===== config.mk =====
export PLATFORM = sky130hd
export DESIGN_NAME = isi_decoder
export DESIGN_NICKNAME = d
export VERILOG_FILES = /design/src/isi_pkg.sv /design/src/isi_mem_if.sv /design/src/isi_addr_calc.sv /design/src/isi_decoder.sv
export SDC_FILE = /design/constraint.sdc
export NUM_CORES = 1
export LEC_CHECK = 0
export ABC_AREA = 1
export ABC_CLOCK_PERIOD_IN_PS = 2250
export BUFFER_PORTS_ARGS = -buffer_cell sky130_fd_sc_hd__buf_2
export CORE_MARGIN = 5
export CORE_UTILIZATION = 45
export DETAILED_ROUTE_END_ITERATION = 10
export PLACE_DENSITY = 0.71
export SYNTH_ARGS = -nofsm -noshare
export SYNTH_HDL_FRONTEND = slang
export SYNTH_SLANG_ARGS = --single-unit

===== constraint.sdc =====
create_clock -name clk -period 2.25 [get_ports clk]
set_input_delay 0.675 -clock clk [delete_from_list [all_inputs] [get_ports clk]]
set_output_delay 0.675 -clock clk [all_outputs]
set_load 0.01 [all_outputs]

===== src/isi_pkg.sv =====
/*
 * isi_pkg: constants for the indexed/stack instruction unit.
 * assumes a 16-bit instruction word and a 12-bit data address space.
 */
package isi_pkg;
   localparam int ADDR_W = 12;
   localparam int INSN_W = 16;
   localparam int OFFS_W = 7;
   localparam int SUBK_W = 6;
   // opcode fields
   localparam logic [8:0] OP_MOVE_W1 = 9'h1D7;   // 1110 1011 1
   localparam logic [3:0] OP_SECOND = 4'hF;      // second word prefix
   localparam logic [7:0] OP_PUSH_LIT = 8'hFA;   // 1111 1010
   localparam logic [7:0] OP_SUB_PTR = 8'hE9;    // 1110 1001
   localparam logic [1:0] SEL_NONE = 2'h3;
   // special destinations
   localparam logic [11:0] ADR_PC_LOW = 12'hFF9;
   localparam logic [11:0] ADR_STACK_TOP_LOW = 12'hFFD;
   localparam logic [11:0] ADR_STACK_TOP_HIGH = 12'hFFE;
   localparam logic [11:0] ADR_STACK_TOP_UPPER = 12'hFFF;
   // indirect access windows, one per pointer
   localparam logic [11:0] ADR_IND0 = 12'hFEF;
   localparam logic [11:0] ADR_IND1 = 12'hFE7;
   localparam logic [11:0] ADR_IND2 = 12'hFDF;
   localparam logic [2:0] IND_SPAN = 3'h5;       // registers in each window
   localparam logic [11:0] RST_PTR = 12'h000;
   localparam logic [7:0] RST_BYTE = 8'h00;
endpackage

===== src/isi_mem_if.sv =====
/*
 * isi_mem_if: data-memory access bundle used inside the unit.
 * assumes the decoder drives base and offs and reads the rest combinationally.
 */
`timescale 1ns/1ps
interface isi_mem_if;
   logic [isi_pkg::OFFS_W-1:0] offs;
   logic [isi_pkg::ADDR_W-1:0] base;
   logic [isi_pkg::ADDR_W-1:0] sum;
   logic indirect;
   logic protected_dst;
   modport user (output base, output offs, input sum, input indirect, input protected_dst);
   modport calc (input base, input offs, output sum, output indirect, output protected_dst);
endinterface


===== src/isi_addr_calc.sv =====
/*
 * isi_addr_calc: indexed address adder with destination classification.
 * assumes purely combinational use by the decoder on the same clock.
 */
`timescale 1ns/1ps
module isi_addr_calc (
   isi_mem_if.calc m
);
   logic [isi_pkg::ADDR_W-1:0] s;
   always_comb begin
      // carry past bit 11 drops on purpose
      s = m.base + {{(isi_pkg::ADDR_W-isi_pkg::OFFS_W){1'b0}}, m.offs};
      m.sum = s;
      m.indirect = ((s >= isi_pkg::ADR_IND2) && (s < isi_pkg::ADR_IND2 + 12'(isi_pkg::IND_SPAN)))
         || ((s >= isi_pkg::ADR_IND1) && (s < isi_pkg::ADR_IND1 + 12'(isi_pkg::IND_SPAN)))
         || ((s >= isi_pkg::ADR_IND0) && (s < isi_pkg::ADR_IND0 + 12'(isi_pkg::IND_SPAN)));
      m.protected_dst = (s == isi_pkg::ADR_PC_LOW) || (s == isi_pkg::ADR_STACK_TOP_LOW)
         || (s == isi_pkg::ADR_STACK_TOP_HIGH) || (s == isi_pkg::ADR_STACK_TOP_UPPER);
   end
endmodule


===== src/isi_decoder.sv =====
/*
 * isi_decoder: executes indexed move, push literal and subtract-from-pointer.
 * assumes the core presents one instruction word per valid strobe, with data
 * memory answering reads one cycle later, and owns the pointers via load ports.
 */
// Functional notes
// - move addresses are stack pointer plus 7-bit offsets, first word 1110 1011 1.
// - move is two words, three cycles: read source, write destination, then one settling cycle.
// - move must never write program counter low or stack top bytes.
// - move whose destination is an indirect register writes nothing.
// - push literal is one word 1111 1010 kkkk kkkk, one cycle.
// - push literal writes literal at current stack pointer address.
// - push literal then decrements the stack pointer by one.
// - subtract-from-pointer is 1110 1001 ffkk kkkk, selects pointer 0-2, one cycle.
// - subtract 6-bit literal from chosen pointer, no status flag change.
// - all three decode a first word only while the extended set is enabled; a move's second word is taken whatever ext_en is.
`timescale 1ns/1ps
module isi_decoder (
   input wire logic clk,
   input wire logic nrst,
   input wire logic ce,
   input wire logic ext_en,
   input wire logic insn_valid,
   input wire logic [isi_pkg::INSN_W-1:0] insn,
   input wire logic [isi_pkg::ADDR_W-1:0] ptr0,
   input wire logic [isi_pkg::ADDR_W-1:0] ptr1,
   input wire logic [isi_pkg::ADDR_W-1:0] software_stack_pointer,
   input wire logic [7:0] mem_rdata,
   output logic mem_rd,
   output logic mem_we,
   output logic [isi_pkg::ADDR_W-1:0] mem_addr,
   output logic [7:0] mem_wdata,
   output logic ptr_load,
   output logic [1:0] ptr_sel,
   output logic [isi_pkg::ADDR_W-1:0] ptr_value,
   output logic busy,
   output logic bad_opcode
);
   typedef enum logic [2:0] {
      ISI_IDLE = 3'b001,
      ISI_MOVE2 = 3'b010,
      ISI_FILL = 3'b100
   } isi_state_e;

   isi_mem_if am ();
   isi_addr_calc u_calc (
      .m(am)
   );

   // the opcode slices below are fixed to this word and field layout
   if (isi_pkg::INSN_W != 16) begin : g_chk_insn_w
      $error("isi_decoder: opcode slices need a 16-bit instruction word");
   end
   if (isi_pkg::ADDR_W != 12) begin : g_chk_addr_w
      $error("isi_decoder: special destinations assume a 12-bit data space");
   end
   if ((isi_pkg::OFFS_W != 7) || (isi_pkg::SUBK_W != 6)) begin : g_chk_fields
      $error("isi_decoder: offset and literal fields must be 7 and 6 bits");
   end

   isi_state_e state_ff, nxt_state;
   logic busy_ff, nxt_busy;
   logic bad_ff, nxt_bad;
   logic mem_rd_ff, nxt_mem_rd;
   logic mem_we_ff, nxt_mem_we;
   logic [isi_pkg::ADDR_W-1:0] mem_addr_ff, nxt_mem_addr;
   logic [7:0] mem_wdata_ff, nxt_mem_wdata;
   logic ptr_load_ff, nxt_ptr_load;
   logic [1:0] ptr_sel_ff, nxt_ptr_sel;
   logic [isi_pkg::ADDR_W-1:0] ptr_value_ff, nxt_ptr_value;

   logic is_move, is_push, is_sub, is_second;
   logic take_move, take_push, take_sub, take_dest, dst_write;
   logic [isi_pkg::ADDR_W-1:0] sel_ptr;

   // adder inputs kept apart so the decode below reads only settled results
   always_comb begin
      am.base = software_stack_pointer;
      am.offs = insn[isi_pkg::OFFS_W-1:0];
   end

   // decode; only the idle state accepts a first word
   always_comb begin
      is_move = ext_en && (insn[15:7] == isi_pkg::OP_MOVE_W1);
      is_push = ext_en && (insn[15:8] == isi_pkg::OP_PUSH_LIT);
      // select 3 is the neighbouring return form, not handled here
      is_sub = ext_en && (insn[15:8] == isi_pkg::OP_SUB_PTR)
         && (insn[7:6] != isi_pkg::SEL_NONE);
      is_second = (insn[15:12] == isi_pkg::OP_SECOND);
      case (insn[7:6])
         2'h0: sel_ptr = ptr0;
         2'h1: sel_ptr = ptr1;
         default: sel_ptr = software_stack_pointer;
      endcase
      take_move = insn_valid && (state_ff == ISI_IDLE) && is_move;
      take_push = insn_valid && (state_ff == ISI_IDLE) && is_push;
      take_sub = insn_valid && (state_ff == ISI_IDLE) && is_sub;
      take_dest = insn_valid && (state_ff == ISI_MOVE2);
      // a blocked destination turns the move into a no-op
      dst_write = is_second && !am.indirect && !am.protected_dst;
   end

   // sequencer: source cycle, destination cycle, one settling cycle
   always_comb begin
      nxt_state = state_ff;
      nxt_bad = 1'b0;
      case (state_ff)
         ISI_IDLE: begin
            if (take_move) begin
               nxt_state = ISI_MOVE2;
            end
         end
         ISI_MOVE2: begin
            if (take_dest) begin
               nxt_state = ISI_FILL;
               // malformed second word or protected target is reported
               nxt_bad = !is_second || am.protected_dst;
            end
         end
         ISI_FILL: begin
            nxt_state = ISI_IDLE;
         end
         default: begin
            nxt_state = ISI_IDLE;
         end
      endcase
      // busy is registered so the pin leaves a flop, not a decode
      nxt_busy = (nxt_state != ISI_IDLE);
   end

   // frozen with the rest of the unit while ce is low
   always_ff @(posedge clk or negedge nrst) begin
      if (!nrst) begin
         state_ff <= ISI_IDLE;
         busy_ff <= 1'b0;
         bad_ff <= 1'b0;
      end else if (ce) begin
         state_ff <= nxt_state;
         busy_ff <= nxt_busy;
         bad_ff <= nxt_bad;
      end
   end

   // data-memory port; strobes last one cycle, address and data hold
   always_comb begin
      nxt_mem_rd = 1'b0;
      nxt_mem_we = 1'b0;
      nxt_mem_addr = mem_addr_ff;
      nxt_mem_wdata = mem_wdata_ff;
      if (take_move) begin
         // cycle one: read the source
         nxt_mem_rd = 1'b1;
         nxt_mem_addr = am.sum;
      end else if (take_push) begin
         nxt_mem_we = 1'b1;
         nxt_mem_addr = software_stack_pointer;
         nxt_mem_wdata = insn[7:0];
      end else if (take_dest) begin
         // cycle two: source byte is on mem_rdata, word two gives the target
         nxt_mem_we = dst_write;
         nxt_mem_addr = am.sum;
         nxt_mem_wdata = mem_rdata;
      end
   end

   always_ff @(posedge clk or negedge nrst) begin
      if (!nrst) begin
         mem_rd_ff <= 1'b0;
         mem_we_ff <= 1'b0;
         mem_addr_ff <= isi_pkg::RST_PTR;
         mem_wdata_ff <= isi_pkg::RST_BYTE;
      end else if (ce) begin
         mem_rd_ff <= nxt_mem_rd;
         mem_we_ff <= nxt_mem_we;
         mem_addr_ff <= nxt_mem_addr;
         mem_wdata_ff <= nxt_mem_wdata;
      end
   end

   // pointer port; the core owns the pointers and loads the value
   always_comb begin
      nxt_ptr_load = 1'b0;
      nxt_ptr_sel = ptr_sel_ff;
      nxt_ptr_value = ptr_value_ff;
      if (take_push) begin
         nxt_ptr_load = 1'b1;
         nxt_ptr_sel = 2'h2;
         // post-decrement: the stack grows toward lower addresses
         nxt_ptr_value = software_stack_pointer - 12'h001;
      end else if (take_sub) begin
         // pointer only; status flags are never touched
         nxt_ptr_load = 1'b1;
         nxt_ptr_sel = insn[7:6];
         nxt_ptr_value = sel_ptr - {6'h00, insn[isi_pkg::SUBK_W-1:0]};
      end
   end

   always_ff @(posedge clk or negedge nrst) begin
      if (!nrst) begin
         ptr_load_ff <= 1'b0;
         ptr_sel_ff <= 2'h0;
         ptr_value_ff <= isi_pkg::RST_PTR;
      end else if (ce) begin
         ptr_load_ff <= nxt_ptr_load;
         ptr_sel_ff <= nxt_ptr_sel;
         ptr_value_ff <= nxt_ptr_value;
      end
   end

   // every pin is a plain copy of its register
   assign mem_rd = mem_rd_ff;
   assign mem_we = mem_we_ff;
   assign mem_addr = mem_addr_ff;
   assign mem_wdata = mem_wdata_ff;
   assign ptr_load = ptr_load_ff;
   assign ptr_sel = ptr_sel_ff;
   assign ptr_value = ptr_value_ff;
   assign busy = busy_ff;
   assign bad_opcode = bad_ff;
endmodule


==> metrics.md, run 1 <==
| Metric | Value |
|---|---|
| Top_reg_cell synth | `dfrtp_1` |
| Post-route insts no fill | `841` |
| Clock sink total | `42` |
| Grt ovf | `0` |
| Crit. End Element | `flop` |
| Initial antenna violation count | `0` |
| Worst reg-to-reg setup slack | `0.31 ns` |
| Core box area | `7690 um^2` |
| Fmax | `394 MHz` |
| Drt initial violations | `264` |
| Vias in the first global route | `4,288` |
| Post-Route WL | `13,200 um` |
| Placed Cells | `815` |
| # IOs | `104` |
| Post-synth EDFFs | `0` |
| Die width | `98.6 um` |
| Root Driver | `clkbuf_8` |
| Most used cell, CP | `nand2_2` |
| Die area | `9720 um^2` |
| Final #Nets | `819` |
| Worst VDD drop | `0.331 mV` |
| Relative slew slack | `0.619` |
| CTS tree | `yes` |
| CP startpoint kind | `input port` |
| ANT nets after route | `0` |
| Worst Slack Setup Final | `-0.285 ns` |
| Synth Net Count | `629` |
| Share of post-route cells with drive strength above 1 | `0.398` |
| Pwr/cell area | `437 nW/um^2` |
| Critical path peak fanout | `4` |
| Synth cell types | `43` |
| Reg2Reg Depth | `8` |
| Critical path arrival | `2.73 ns` |
| Via count | `4,382` |
| Period utilization | `1.13` |
| Port bufs | `103` |
| Async SR Flop Fraction | `1.00` |
| Leakage | `2.95 nW` |
| Post-DP HPWL | `10,000 um` |
| Hold crit path type | `input port to async pin` |
| # diodes | `0` |
| Crit path time final | `2.54 ns` |
| Routability cong. | `0.937` |
| Filler Cells Inserted | `698` |
| Final Total Pwr | `2.32 mW` |
| Failing checks | `setup timing` |
| Gate Count Post-Synth | `548` |
| Yosys warns | `0` |
| Avg WL per Cell | `15.7 um` |
| Worst path cell trace | `buf_8, nor2_4, inv_2, o221ai_2, ha_2, inv_2, fa_2, nand3_2, nand2_2, nand2_2, nand2_2, a21oi_4, nand2_4, nor2_4, nand2_2, o21ai_2, nand3_1, nand3_1, nand2_1` |
| Max stage delay on crit path | `0.36 ns` |
| Most common cell after layout, fill and taps aside | `nand2_1` |
| Crit path kind | `input port to flop` |
| Critical path required time | `2.44 ns` |
| Detailed-route DRC error count | `0` |
| Reg-to-reg startpoint | `state_ff[0]` |
| Starting Density | `0.460` |
| Avg Cell Area, Syn | `6.45 um^2` |
| Area growth syn-to-layout | `50.0%` |
| Clock buffer depth | `2` |
| Post-synthesis register bit count | `42` |
| Largest net degree at the start of global routing | `43` |
| Seq/Total Area, Yosys | `0.298` |
| Unrepaired setup endpoints after global routing | `true` |
| Slowest cell on crit path | `fa_2` |
| Worst-Margin Slew | `0.572 ns` |
| CTS buffer count | `5` |
| Setup violators final | `9` |
| First-pass GRT wire length | `20,800 um` |
| Total track usage | `0.262` |
| Most frequent cells in the layout | `nand2_1 (146), buf_2 (99), buf_4 (86), nor2_1 (62), inv_1 (58)` |
| Cts hold-fix bufs | `0` |
| CTS clock-pin slew for the worst setup and hold paths | `0.09 ns` |
| Skew-Pair Late Insertion Delay | `0.30 ns` |
| Max Cap Viol | `0` |
| Worst Skew | `0.00863 ns` |
| Status | `complete, but fails checks` |
| Rows | `32` |
| Final Max Tran Viols | `0` |
| Die height | `98.6 um` |
| Cell Area, Synth | `3530 um^2` |
| 1st-pass router iterations | `5` |
| Reg2reg end | `ptr_value[4]` |
| Vias/cell | `5.21` |
| Final hold vios | `0` |
| Htree depth | `2` |
[per-layer routing]
metal	up-vias	wire length (um)	track usage
li1	2171	-	-
met1	2012	5830	0.357
met2	182	6300	0.436
met3	17	845	0.0410
met4	0	202	0.0662
met5	-	0	0
[stage by stage]
| stage | utilization | hold WS, ns | setup TNS (ns) | setup slack (ns) | area, um^2 |
|---|---|---|---|---|---|
| after floorplan | - | 0.379 | -1.81 | -0.468 | 3590 |
| after global placement | 0.612 | 0.458 | -5.32 | -0.648 | 4700 |
| after detailed placement | 0.612 | 0.462 | -6.33 | -0.741 | 4700 |
| after CTS | 0.657 | 0.466 | -1.40 | -0.291 | 5050 |
| after global routing | 0.689 | 0.494 | -2.22 | -0.424 | 5300 |
| final | 0.689 | 0.437 | -1.30 | -0.285 | 5300 |
[registers in the layout, indices dropped and copies added, names as in the netlist, 2 cells and up]
signal,cells
mem_wdata,8
ptr_sel,2
ptr_value,12
mem_addr,12
state_ff,3
[synth_stat cells (4+ instances only)]
library cell / count / area (um^2)
nand2_1: 160 / 601
o21ai_0: 20 / 100
nor2_2: 4 / 25.0
xor2_1: 6 / 52.6
inv_1: 61 / 229
nand3_1: 41 / 205
nor3_1: 4 / 20.0
o22ai_1: 5 / 31.3
buf_2: 5 / 25.0
inv_2: 10 / 37.5
nor2_1: 74 / 278
ha_1: 14 / 175
nand4_1: 4 / 25.0
dfrtp_1: 41 / 1030
a31oi_1: 13 / 81.3
a21oi_1: 40 / 200
[how the worst max path moves through the flow]
| stage | from | endpoint | cells after the start |
|---|---|---|---|
| 3_5_place_dp | insn[6] | ptr_value[10] | 20 |
| 5_1_grt | insn[6] | ptr_value[10] | 19 |
| 4_1_cts | insn[6] | ptr_value[10] | 19 |
| 6_report | insn[6] | ptr_value[10] | 19 |
| 3_3_place_gp | insn[6] | ptr_value[10] | 20 |
| 2_1_floorplan | insn[7] | ptr_value[10] | 19 |
[power breakdown]
| group | switching (mW) | internal, mW | total (mW) |
|---|---|---|---|
| sequential | 0.0159 | 0.784 | 0.800 |
| combinational | 0.486 | 0.420 | 0.906 |
| clock | 0.279 | 0.333 | 0.611 |
[cell type report]
| cell class | instances | area (um^2) | share of cell area |
|---|---|---|---|
| Multi-Input combinational cell | 423 | 2480 | 0.468 |
| Timing Repair Buffer | 194 | 1250 | 0.237 |
| Sequential cell | 42 | 1050 | 0.199 |
| Inverter | 72 | 277 | 0.0522 |
| Tap cell | 102 | 128 | 0.0241 |
| Clock buffer | 7 | 76.3 | 0.0144 |
| Clock inverter | 1 | 30.0 | 0.00567 |
[critical path, delay by kind of cell]
| family | cells | cell delay [ns] |
|---|---|---|
| fa+ha+maj | 2 | 0.56 |
| simple gates | 11 | 0.85 |
| compound gates | 3 | 0.41 |
| buf+inv | 3 | 0.22 |
[kinds of logic (layout without fill, tap and decap cells)]
group / Yosys count / count (layout) / share of synthesized area
AOI/OAI and AO/OA: 95 / 95 / 0.155
xor gates and xnor gates: 8 / 8 / 0.0198
adders and majority gates: 16 / 16 / 0.0609
buffers and inverters: 83 / 274 / 0.0967
DFF: 42 / 42 / 0.298
and+or+nand+nor: 304 / 304 / 0.370
[repair_timing]
item | 4_1_cts | 5_1_grt
resized for setup | 45 | 43
pin swaps | 24 | 26
gates cloned | 0 | 0
setup buffers | 10 | 8
endpoints found under the setup margin | 9 | 10
(Power assumes the default switching activity.)
==> run 2: changes to the inputs <==
REMOVE_ABC_BUFFERS = 1   (was not set)
==> metrics.md, run 2 (same netlist as run 1, synthesis figures left out) <==
| Metric | Value |
|---|---|
| Final #Nets | `821` |
| Post-Route WL | `13,800 um` |
| Slowest cell on crit path | `ha_1` |
| ANT nets after route | `0` |
| Starting Density | `0.460` |
| First-pass GRT wire length | `21,000 um` |
| Via count | `4,556` |
| Relative slew slack | `0.638` |
| Most used cell, CP | `a21oi_2` |
| Cts hold-fix bufs | `0` |
| Drt initial violations | `368` |
| Area taken by multi-input logic gates | `2610 um^2` |
| Htree depth | `2` |
| Setup violators final | `8` |
| Initial antenna violation count | `0` |
| Hold crit path type | `input port to async pin` |
| Final Max Tran Viols | `0` |
| Unrepaired setup endpoints after global routing | `true` |
| 1st-pass router iterations | `6` |
| CP startpoint kind | `input port` |
| Clock buffer depth | `2` |
| Leakage | `3.00 nW` |
| Max Cap Viol | `0` |
| Fmax | `390 MHz` |
| Worst-Margin Slew | `0.543 ns` |
| Worst VDD drop | `0.304 mV` |
| Routability cong. | `0.930` |
| Die width | `98.6 um` |
| # diodes | `0` |
| Most frequent cells in the layout | `nand2_1 (134), buf_2 (99), buf_4 (87), nor2_1 (60), inv_1 (54)` |
| Critical path arrival | `2.82 ns` |
| CTS clock-pin slew for the worst setup and hold paths | `0.10 ns` |
| Pwr/cell area | `461 nW/um^2` |
| Worst path cell trace | `buf_8, inv_4, nor2_4, inv_2, buf_4, nor2_2, nor2_1, ha_1, a21oi_2, nand2_2, a21oi_2, o21ai_2, a21oi_2, buf_4, inv_2, o21ai_2, nand3_1, a21oi_2` |
| Vias in the first global route | `4,377` |
| Area growth syn-to-layout | `55.6%` |
| Detailed-route DRC error count | `0` |
| Worst Skew | `0.00796 ns` |
| CTS buffer count | `5` |
| Crit-path leading delay family | `compound AO/OA/AOI/OAI gates` |
| Status | `complete, but fails checks` |
| Crit. End Element | `flop` |
| Period utilization | `1.14` |
| Pre-CTS setup slack | `-0.855 ns` |
| Share of post-route cells with drive strength above 1 | `0.437` |
| Avg WL per Cell | `16.3 um` |
| Root Driver | `clkbuf_8` |
| Clock sink total | `42` |
| Vias/cell | `5.40` |
| CTS tree | `yes` |
| Filler Cells Inserted | `639` |
| Die area | `9720 um^2` |
| Buf/Inv on CP | `6` |
| Failing checks | `setup timing` |
| Core box area | `7690 um^2` |
| Total track usage | `0.266` |
| Grt ovf | `0` |
| Critical path peak fanout | `8` |
| Port bufs | `103` |
| Crit path time final | `2.57 ns` |
| # IOs | `104` |
| Max stage delay on crit path | `0.35 ns` |
| Post-route insts no fill | `843` |
| Placed Cells | `819` |
| Sequential Area | `1050 um^2` |
| Skew-Pair Late Insertion Delay | `0.31 ns` |
| Final hold vios | `0` |
| Worst Slack Setup Final | `-0.315 ns` |
| Critical path required time | `2.50 ns` |
| Die height | `98.6 um` |
| Crit path kind | `input port to flop` |
| Rows | `32` |
| Post-DP HPWL | `10,100 um` |
| Most common cell after layout, fill and taps aside | `nand2_1` |
| Final Total Pwr | `2.54 mW` |
| Largest net degree at the start of global routing | `43` |
[run 2: area by class of cell]
type	count	share of cell area
multi-input combinational	423	0.475
timing repair buffer	196	0.235
sequential	42	0.191
inverter	72	0.0505
tap	102	0.0232
clock buffer	5	0.0125
clock inverter	3	0.0125
[run 2: what timing repair did]
| action | in CTS | in global routing |
|---|---|---|
| pin swaps | 34 | 51 |
| setup endpoints to repair | 10 | 13 |
| gates resized for setup | 57 | 83 |
| setup buffers | 12 | 6 |
[run 2: worst paths after layout]
| kind | start | endpoint | slack [ns] | cells past startpoint |
|---|---|---|---|---|
| max | insn[6] | ptr_value[11] | -0.32 | 18 |
| min | nrst | mem_we | 0.42 | 2 |
| max reg2reg | state_ff[0] | ptr_value[11] | 0.31 | 8 |
| min reg2reg | ptr_value[6] | ptr_value[6] | 0.48 | 2 |
| max in group asynchronous | nrst | mem_addr[4] | 1.45 | 2 |
| min in group clk | ptr_value[6] | ptr_value[6] | 0.48 | 2 |
[run 2: where the power goes]
group | total (mW) | switching (mW) | internal, mW
Combinational | 0.963 | 0.520 | 0.444
Sequential | 0.801 | 0.0163 | 0.785
Clock | 0.771 | 0.325 | 0.446
[run 2: routing by layer]
metal	vias up	global-route usage	share of wire
met1	2117	0.369	0.43
met3	37	0.0495	0.090
met2	230	0.416	0.45
met5	-	0	0
li1	2172	-	-
met4	0	0.0966	0.035
[run 2: stage by stage]
stage	hold WS (ns)	TNS [ns]	instance area [um^2]	utilization
after floorplan	0.379	-2.64	3460	-
after global placement	0.459	-6.73	4700	0.611
after detailed placement	0.465	-8.25	4700	0.611
after CTS	0.463	-1.74	5120	0.666
after global routing	0.487	-2.82	5500	0.715
final	0.423	-1.71	5500	0.715
